<file path="config.mk">
export PLATFORM = sky130hd
export DESIGN_NAME = pse_telemetry_dev_flat
export DESIGN_NICKNAME = d
export VERILOG_FILES = /design/src/hdl/pse_telemetry_pkg.sv /design/src/hdl/pse_link_if.sv /design/src/hdl/pse_port_current_hold.sv /design/src/hdl/pse_telemetry_dev.sv /design/src/flat_wrapper.sv
export SDC_FILE = /design/constraint.sdc
export NUM_CORES = 1
export LEC_CHECK = 0
export BUFFER_PORTS_ARGS = -buffer_cell sky130_fd_sc_hd__buf_4
export CORE_MARGIN = 4
export CORE_UTILIZATION = 55
export CTS_BUF_LIST = sky130_fd_sc_hd__clkbuf_4
export DETAILED_ROUTE_END_ITERATION = 12
export GPL_TIMING_DRIVEN = 0
export PLACE_DENSITY_LB_ADDON = 0.12
export SYNTH_ARGS = -nofsm -noshare
export SYNTH_HDL_FRONTEND = slang
export SYNTH_HIERARCHICAL = 1
export SYNTH_SLANG_ARGS = --single-unit
</file>
<file path="constraint.sdc">
create_clock -name clk -period 5.86 [get_ports clk]
set_input_delay 0.293 -clock clk [delete_from_list [all_inputs] [get_ports clk]]
set_output_delay 0.293 -clock clk [all_outputs]
set_load 0.02 [all_outputs]
</file>
<file path="src/hdl/pse_telemetry_pkg.sv">
// Shared constants for the telemetry readout link and both of its ends.
// Assumes a single 250 MHz system clock on both ends.
package pse_telemetry_pkg;
    // Clock period and autonomous temperature refresh period
    localparam int CLK_PERIOD_NS = 4;
    localparam int TEMP_PERIOD_MS = 1000;
    localparam int TEMP_PERIOD_CYC = TEMP_PERIOD_MS * 1000000 / CLK_PERIOD_NS;
    localparam int TIMER_W = 28;
    // Command codes of the read-only group
    localparam logic [7:0] CMD_TEMP = 8'h2C;
    localparam logic [7:0] CMD_VOLT = 8'h2E;
    localparam logic [7:0] CMD_PORT1 = 8'h30;
    localparam logic [7:0] CMD_PORT2 = 8'h34;
    localparam logic [7:0] CMD_PORT3 = 8'h38;
    // Field widths and port count
    localparam int TEMP_W = 8;
    localparam int CODE_W = 14;
    localparam int NPORTS = 3;
    // Conversion scales, informational for software
    localparam real TEMP_OFFSET_C = -20.0;
    localparam real TEMP_STEP_C = 0.652;
    localparam real TEMP_FULL_C = 146.2;
    localparam real VOLT_STEP_MV = 3.662;
    localparam real VOLT_FULL_V = 60.0;
    localparam real CUR_FULL_A = 1.46;
    localparam real CLASS_STEP_UA = 8.95;
    localparam int CLASS_SCALE_DIV = 10;
    // Host-side register byte addresses and fields
    localparam logic [3:0] HREG_CTRL = 4'h0;
    localparam logic [3:0] HREG_STATUS = 4'h4;
    localparam logic [3:0] HREG_RESULT = 4'h8;
    localparam int CTRL_WDATA_LSB = 8;
    localparam int CTRL_WRITE_BIT = 16;
    localparam int STAT_BUSY_BIT = 0;
    localparam int STAT_DONE_BIT = 1;
    typedef logic [CODE_W-1:0] code_t;
    typedef enum logic [2:0] {
        H_IDLE = 3'b000,
        H_REQ = 3'b001,
        H_LO = 3'b010,
        H_NEXT = 3'b011,
        H_HI = 3'b100
    } host_state_t;
    typedef enum logic [0:0] {
        D_IDLE = 1'b0,
        D_HAVE_HI = 1'b1
    } dev_state_t;
    // Data bytes a command returns; zero for unmapped codes
    function automatic logic [1:0] cmd_bytes(input logic [7:0] cmd);
        case (cmd)
            CMD_TEMP: cmd_bytes = 2'h1;
            CMD_VOLT, CMD_PORT1, CMD_PORT2, CMD_PORT3: cmd_bytes = 2'h2;
            default: cmd_bytes = 2'h0;
        endcase
    endfunction : cmd_bytes
endpackage : pse_telemetry_pkg

</file>
<file path="src/hdl/pse_link_if.sv">
// Command-byte link between the telemetry host and the device.
// Assumes both ends share clk; every strobe lasts one cycle.
`timescale 1ns/1ns
`default_nettype none
interface pse_link_if;
    logic req; // Host: start a command, one cycle
    logic [7:0] req_cmd; // Host: command code
    logic req_write; // Host: command is a write
    logic [7:0] req_wdata; // Host: write data byte
    logic next; // Host: ask for the second byte
    logic ack; // Device: byte ready, one cycle
    logic [7:0] rdata; // Device: returned byte
    modport dev (input req, req_cmd, req_write, req_wdata, next,
        output ack, rdata);
    modport host (output req, req_cmd, req_write, req_wdata, next,
        input ack, rdata);
endinterface : pse_link_if
`default_nettype wire

</file>
<file path="src/hdl/pse_port_current_hold.sv">
// Holds one port's current code between conversions.
// Assumes converter strobes are single-cycle pulses on clk.
`timescale 1ns/1ns
`default_nettype none
module pse_port_current_hold (
    input wire logic clk,
    input wire logic nrst,
    input wire logic meas_done,
    input wire pse_telemetry_pkg::code_t meas_code,
    input wire logic class_done,
    input wire pse_telemetry_pkg::code_t class_code,
    input wire logic port_off,
    output pse_telemetry_pkg::code_t code,
    output logic class_shown
);
    import pse_telemetry_pkg::*;
    code_t next_code; // Next held code
    logic next_class_shown; // Next class flag

    // Disable clears; powered reading beats a class reading
    always_comb begin
        next_code = code;
        next_class_shown = class_shown;
        if (port_off) begin
            next_code = '0;
            next_class_shown = 1'b0;
        end else if (meas_done) begin
            next_code = meas_code;
            next_class_shown = 1'b0;
        end else if (class_done) begin
            next_code = class_code;
            next_class_shown = 1'b1;
        end
    end

    // Register state; cleared at reset
    always_ff @(posedge clk or negedge nrst) begin
        if (!nrst) begin
            code <= '0;
            class_shown <= 1'b0;
        end else begin
            code <= next_code;
            class_shown <= next_class_shown;
        end
    end
endmodule : pse_port_current_hold
`default_nettype wire

</file>
<file path="src/hdl/pse_telemetry_dev.sv">
// Device end of the telemetry readout: read-only result registers
// answering command bytes over the link.
// Assumes converter codes and strobes come from logic on clk.
// Results are raw codes; scaling to units is left to software.
//
// Local design decision: the Avalon-MM register port.
`timescale 1ns/1ns
`default_nettype none
module pse_telemetry_dev #(
    parameter int TEMP_PERIOD = pse_telemetry_pkg::TEMP_PERIOD_CYC
) (
    input wire logic clk,
    input wire logic nrst,
    pse_link_if.dev link,
    input wire logic [pse_telemetry_pkg::TEMP_W-1:0] die_temp_code,
    input wire logic supply_volt_done,
    input wire pse_telemetry_pkg::code_t supply_volt_code,
    input wire logic [pse_telemetry_pkg::NPORTS-1:0] port_meas_done,
    input wire pse_telemetry_pkg::code_t
        [pse_telemetry_pkg::NPORTS-1:0] port_meas_code,
    input wire logic [pse_telemetry_pkg::NPORTS-1:0] port_class_done,
    input wire pse_telemetry_pkg::code_t
        [pse_telemetry_pkg::NPORTS-1:0] port_class_code,
    input wire logic [pse_telemetry_pkg::NPORTS-1:0] port_off,
    output logic temp_sampled,
    output logic [pse_telemetry_pkg::NPORTS-1:0] port_class_shown
);
    import pse_telemetry_pkg::*;

    // Refresh interval as a counter terminal value
    // Timer counts from zero, so the last count is one short
    localparam logic [TIMER_W-1:0] TIMER_LAST =
        TIMER_W'(TEMP_PERIOD - 1);

    // Result registers
    // All hold raw converter codes, cleared at reset
    logic [TEMP_W-1:0] die_temp; // Held temperature code
    logic [TEMP_W-1:0] next_die_temp; // Next temperature code
    code_t supply_volt; // Held supply voltage code
    code_t next_supply_volt; // Next supply voltage code
    code_t [NPORTS-1:0] port_current_code; // Held port currents

    // Refresh timer
    logic [TIMER_W-1:0] timer; // Cycles since last refresh
    logic [TIMER_W-1:0] next_timer; // Next timer value
    logic next_temp_sampled; // Refresh strobe next cycle

    // Link answer state
    dev_state_t state; // Whether a second byte is owed
    dev_state_t next_state; // Next link state
    logic [15:0] shadow; // Snapshot of the selected result
    logic [15:0] next_shadow; // Next snapshot
    logic [15:0] sel_value; // Current value of the addressed result
    logic ack; // Registered answer strobe
    logic next_ack; // Next answer strobe
    logic [7:0] rdata; // Registered answer byte
    logic [7:0] next_rdata; // Next answer byte

    // Per-port current holders
    // Entry 0 holds port 1, entry 2 holds port 3
    // Each holder arbitrates disable, powered and class readings
    genvar p;
    generate
        for (p = 0; p < NPORTS; p++) begin : g_port
            // One holder per port; class codes keep their finer scale
            pse_port_current_hold u_hold (
                .clk(clk),
                .nrst(nrst),
                .meas_done(port_meas_done[p]),
                .meas_code(port_meas_code[p]),
                .class_done(port_class_done[p]),
                .class_code(port_class_code[p]),
                .port_off(port_off[p]),
                .code(port_current_code[p]),
                .class_shown(port_class_shown[p])
            );
        end
    endgenerate

    // Autonomous temperature refresh, no host involvement
    // Same-domain input, so no synchroniser is needed
    // Capture and strobe share an edge; the strobe shows with the new value
    always_comb begin
        next_timer = timer + TIMER_W'(1);
        next_temp_sampled = 1'b0;
        next_die_temp = die_temp;
        if (timer == TIMER_LAST) begin
            next_timer = '0;
            next_temp_sampled = 1'b1;
            next_die_temp = die_temp_code;
        end
    end

    // Register the refresh group
    // First capture comes one full period after reset
    always_ff @(posedge clk or negedge nrst) begin
        if (!nrst) begin
            timer <= '0;
            temp_sampled <= 1'b0;
            die_temp <= '0;
        end else begin
            timer <= next_timer;
            temp_sampled <= next_temp_sampled;
            die_temp <= next_die_temp;
        end
    end

    // Supply voltage follows each finished conversion
    // No timer here: the converter sets the update pace
    always_comb begin
        next_supply_volt = supply_volt;
        if (supply_volt_done) begin
            next_supply_volt = supply_volt_code;
        end
    end

    // Register the supply voltage
    // Reads zero until the first conversion lands
    always_ff @(posedge clk or negedge nrst) begin
        if (!nrst) begin
            supply_volt <= '0;
        end else begin
            supply_volt <= next_supply_volt;
        end
    end

    // Select the result named by the command, upper bits zero
    // Only looked at while req is high, so glitches do no harm
    // Unmapped codes read zero and owe no second byte
    always_comb begin
        case (link.req_cmd)
            CMD_TEMP: sel_value = {8'h00, die_temp};
            CMD_VOLT: sel_value = {2'h0, supply_volt};
            CMD_PORT1: sel_value = {2'h0, port_current_code[0]};
            CMD_PORT2: sel_value = {2'h0, port_current_code[1]};
            CMD_PORT3: sel_value = {2'h0, port_current_code[2]};
            default: sel_value = 16'h0000; // Unmapped reads zero
        endcase
    end

    // Answer commands; a second byte comes from the snapshot
    // The snapshot taken on req keeps both bytes from one value,
    // so a conversion landing between them cannot tear the result.
    // Every req is acked, even unmapped or write, so no host hangs.
    always_comb begin
        next_state = state;
        next_shadow = shadow;
        next_ack = 1'b0;
        next_rdata = rdata;
        if (link.req) begin
            // A new command always restarts the exchange
            next_ack = 1'b1;
            next_state = D_IDLE;
            if (link.req_write) begin
                // Read-only group: write data is dropped
                next_rdata = 8'h00;
            end else begin
                next_shadow = sel_value;
                next_rdata = sel_value[7:0];
                if (cmd_bytes(link.req_cmd) == 2'h2) begin
                    next_state = D_HAVE_HI;
                end
            end
        end else if (link.next) begin
            case (state)
                D_HAVE_HI: begin
                    // High byte of the same snapshot
                    next_ack = 1'b1;
                    next_rdata = shadow[15:8];
                    next_state = D_IDLE;
                end
                default: begin
                    // Stray next with nothing owed is ignored
                    next_state = D_IDLE;
                end
            endcase
        end
    end

    // Register the link answer group
    // Reset leaves rdata at zero so the link idles quietly
    always_ff @(posedge clk or negedge nrst) begin
        if (!nrst) begin
            state <= D_IDLE;
            shadow <= 16'h0000;
            ack <= 1'b0;
            rdata <= 8'h00;
        end else begin
            state <= next_state;
            shadow <= next_shadow;
            ack <= next_ack;
            rdata <= next_rdata;
        end
    end

    // Drive the link from flops
    // Flops only, so the host samples settled values at each edge
    assign link.ack = ack;
    assign link.rdata = rdata;
endmodule : pse_telemetry_dev
`default_nettype wire

</file>
<file path="src/flat_wrapper.sv">
// flat-port wrapper written by rule: the top's interface ports become plain ports
module pse_telemetry_dev_flat import pse_telemetry_pkg::*;
#(
    parameter int TEMP_PERIOD = pse_telemetry_pkg::TEMP_PERIOD_CYC
)
  (clk, nrst, die_temp_code, supply_volt_done, supply_volt_code, port_meas_done, port_meas_code, port_class_done, port_class_code, port_off, temp_sampled, port_class_shown, link_req, link_req_cmd, link_req_write, link_req_wdata, link_next, link_ack, link_rdata);
  pse_link_if link_i ();
  input wire logic clk;
  input wire logic nrst;
  input wire logic [pse_telemetry_pkg::TEMP_W-1:0] die_temp_code;
  input wire logic supply_volt_done;
  input wire pse_telemetry_pkg::code_t supply_volt_code;
  input wire logic [pse_telemetry_pkg::NPORTS-1:0] port_meas_done;
  input wire pse_telemetry_pkg::code_t
        [pse_telemetry_pkg::NPORTS-1:0] port_meas_code;
  input wire logic [pse_telemetry_pkg::NPORTS-1:0] port_class_done;
  input wire pse_telemetry_pkg::code_t
        [pse_telemetry_pkg::NPORTS-1:0] port_class_code;
  input wire logic [pse_telemetry_pkg::NPORTS-1:0] port_off;
  output logic temp_sampled;
  output logic [pse_telemetry_pkg::NPORTS-1:0] port_class_shown;
  input wire logic [$bits(link_i.req)-1:0] link_req;
  input wire logic [$bits(link_i.req_cmd)-1:0] link_req_cmd;
  input wire logic [$bits(link_i.req_write)-1:0] link_req_write;
  input wire logic [$bits(link_i.req_wdata)-1:0] link_req_wdata;
  input wire logic [$bits(link_i.next)-1:0] link_next;
  output wire logic [$bits(link_i.ack)-1:0] link_ack;
  output wire logic [$bits(link_i.rdata)-1:0] link_rdata;
  assign link_i.req = link_req;
  assign link_i.req_cmd = link_req_cmd;
  assign link_i.req_write = link_req_write;
  assign link_i.req_wdata = link_req_wdata;
  assign link_i.next = link_next;
  assign link_ack = link_i.ack;
  assign link_rdata = link_i.rdata;
  pse_telemetry_dev #(.TEMP_PERIOD(TEMP_PERIOD)) u_core (.clk(clk), .nrst(nrst), .link(link_i), .die_temp_code(die_temp_code), .supply_volt_done(supply_volt_done), .supply_volt_code(supply_volt_code), .port_meas_done(port_meas_done), .port_meas_code(port_meas_code), .port_class_done(port_class_done), .port_class_code(port_class_code), .port_off(port_off), .temp_sampled(temp_sampled), .port_class_shown(port_class_shown));
endmodule
</file>
==> flow_summary.ini <==
[status]
outcome = completed

[global_route]
grt_max_degree = 113
grtUsageTotal = 0.245
grt_first_pass_wirelength_um = 22800
first_global_vias = 4596
antenna_found_initial = 0
overflow = 0

[drt]
via_count = 4589
drt-wirelength-per-cell_um = 18.2
dr.pass1.iters = 7
wirelength_um = 14500
drc = 0
drt_iter0_drc = 240
vias_per_cell = 5.77
ant_nets = 0

[sta]
setup_viol = 0
finalCritPeriodShare = 0.387
drv_slew = 0
relSlewSlack = 0.337
worstMarginPinSlew_ns = 0.987
period_minus_slack_ns = 2.27
finalSetupTns_ns = 0
rsz0062_at_grt = no
skew_ns = 0.0137
fmax_mhz = 441
finalHoldViolCount = 0

[floorplan]
die-width_um = 110
dieHeight_um = 110
io_pins = 150
core_sq_mm = 0.00995
start_util = 0.574
row_count = 36
fp.dieArea_sq_mm = 0.0121

[clocking]
clk_path_buf_depth = 2
h-tree-depth = 3
root_buffer = clkbuf_4
numClockSinks = 112
clkTransAtPathRegs_ns = 0.17
clk_latency_ns = 0.47
cts_tree = built
numCtsBuffers = 9

[pwr]
vdd_drop_max_uv = 100
cellLeakagePower_nw = 3.27
power_density_mw_per_mm2 = 201
p_total_mw = 1.43

[synth]
synthDistinctLibCells = 46
ys_ff_latch = 112
synth_area_sq_mm = 0.00572
synth_seq_area_share = 0.490
syn-mean-instance-area_sq_um = 11.3
synthCells = 506
yosysWarningCount = 6
postSynth.asyncResetShare = 1.00
synth_edf_count = 0
synth_nets = 644
ys.flop_type = dfrtp_1

[setup_path]
critical_path_class = reg2reg
required_ns = 6.22
cp.arrival_ns = 2.63
critPathLaunchType = flip-flop
worstPathMaxFanout = 10
critPathCaptureType = flip-flop

[job]
drv_cap = 0

[place]
port-buffer-count = 137
hpwl_um = 11300
place_congestion = 0.843

[cells_and_area]
multi_input_area_sq_mm = 0.00268
nets = 796
drive_gt1_frac = 0.308
areaGrowthSynthToFinish_pct = 24.3
diodes = 0
fillers = 728
seq_area_sq_mm = 0.00280

[hold_path]
hold_path.class = in2reg
==> Yosys cell counts (all sizes together), types with 2 or more instances <==
library cell    n  area (sq um)
a22oi           6          45.0
dfrtp         112          2800
o21ai          13          65.1
nand3          11          55.1
o2bb2ai         6          52.6
or3             3          20.0
a22o            8          70.1
nor2b          46           288
o22ai           6          37.5
nor3            8          40.0
a211oi         42           330
inv             8          30.0
a222oi          8          80.1
nand4           7          56.3
and3            2          12.5
o31ai           6          45.0
xor2            5          43.8
or4             7          56.3
a21oi          10          50.1
nand2b          3          18.8
mux2i          54           541
mux2           30           338
nor4            5          31.3
nor2           14          52.6
nand2          25          93.8
buf            13           135
and4            5          45.0
nor4bb          2          20.0
xnor2          12           105
clkbuf         18          68.8
and2            5          31.3
==> power by group <==
part / switching (mW) / internal [mW] / total, mW
clock: 0.249 / 0.132 / 0.381
combinational: 0.0987 / 0.120 / 0.219
sequential: 0.0204 / 0.805 / 0.825
==> per-stage QoR <==
step / std cells / setup WS, ns / hold slack (ns) / utilization / cell area, sq um
2_1_floorplan: 506 / 3.92 / -0.00259 / - / 5720
3_3_place_gp: 776 / 3.63 / 0.473 / 0.694 / 6910
3_5_place_dp: 776 / 3.61 / 0.473 / 0.694 / 6910
4_1_cts: 793 / 3.59 / 0.00134 / 0.709 / 7060
5_1_grt: 796 / 3.36 / 0.00733 / 0.714 / 7110
6_report: 796 / 3.59 / 0.0150 / 0.714 / 7110
==> cells in the final DEF, fill, tap and decap left out, drive strengths merged, types with 8 or more instances in the layout <==
cell type  netlist  layout
xnor2           12      12
a22o             8       8
nor3             8       8
mux2            30      30
clkbuf          18      28
nor2b           46      46
nand3           11      11
mux2i           54      54
a21oi           10      10
a211oi          42      42
o21ai           13      13
dfrtp          112     112
a222oi           8       8
buf             13     151
nor2            14      14
inv              8       8
nand2           25      25
==> layer usage <==
layer  routed length [um]  track usage  vias to the layer above
li1                     -            -                     2182
met3                 1030       0.0493                       15
met1                 6410        0.341                     2225
met2                 6840        0.391                      167
met5                    0            0                        -
met4                  203       0.0703                        0
==> layout make-up <==
type,count,share of cell area
Buffer,31,0.0287
Clock inverter,6,0.00845
Clock buffer,10,0.0106
Sequential cell,112,0.394
Timing Repair Buffer,141,0.153
Multi-Input combinational cell,355,0.377
Tap cell,133,0.0234
Inverter,8,0.00423
==> critical path: stages, from the launching register on <==
cell,delay [ns]
dfrtp_1,0.42
ha_1,0.32
and2_1,0.19
nand2_1,0.10
nor4bb_1,0.26
buf_2,0.25
buf_2,0.27
buf_2,0.28
nor2_1,0.08
==> cell families (layout without fill, tap and decap cells) <==
kind of cell               count (synthesis)  after routing  synth area share
AOI/OAI and AO/OA                        106            106             0.137
xor gates and xnor gates                  17             17            0.0261
adders and majority gates                  1              1           0.00219
buffers and inverters                     39            196            0.0409
DFF                                      112            112             0.490
muxes                                     84             84             0.154
and+or+nand+nor                          147            147             0.150
==> timing repair <==
| item | CTS | global route |
|---|---|---|
| gates resized for setup | 0 | 0 |
| hold endpoints to repair | 3 | 48 |
| setup buffers | 0 | 0 |
| hold buffers | 1 | 2 |
==> state kept, by name, indices dropped and copies added, names as in the netlist <==
| register | flops |
|---|---|
| u_core/die_temp | 8 |
| u_core/g_port.u_hold/class_shown | 3 |
| u_core/g_port.u_hold/code | 42 |
| u_core/link.ack | 1 |
| u_core/link.rdata | 8 |
| u_core/shadow | 6 |
| u_core/state | 1 |
| u_core/supply_volt | 14 |
| u_core/temp_sampled | 1 |
| u_core/timer | 28 |
==> path summary, 6_finish.rpt <==
| kind | slack [ns] | to | cells after the start | start |
|---|---|---|---|---|
| max | 3.59 | u_core/timer[5]$_DFF_PN0_ | 8 | u_core/timer[0]$_DFF_PN0_ |
| min | 0.02 | u_core/g_port[0].u_hold/code[7]$_DFFE_PN0P_ | 2 | port_off[0] |
| max reg2reg | 3.59 | u_core/timer[5]$_DFF_PN0_ | 8 | u_core/timer[0]$_DFF_PN0_ |
| min reg2reg | 0.50 | u_core/timer[0]$_DFF_PN0_ | 1 | u_core/timer[0]$_DFF_PN0_ |
| max in group asynchronous | 4.91 | u_core/g_port[2].u_hold/code[4]$_DFFE_PN0P_ | 3 | nrst |
| min in group asynchronous | 0.29 | u_core/timer[18]$_DFF_PN0_ | 2 | nrst |
Power figures use the tool's default switching activity.
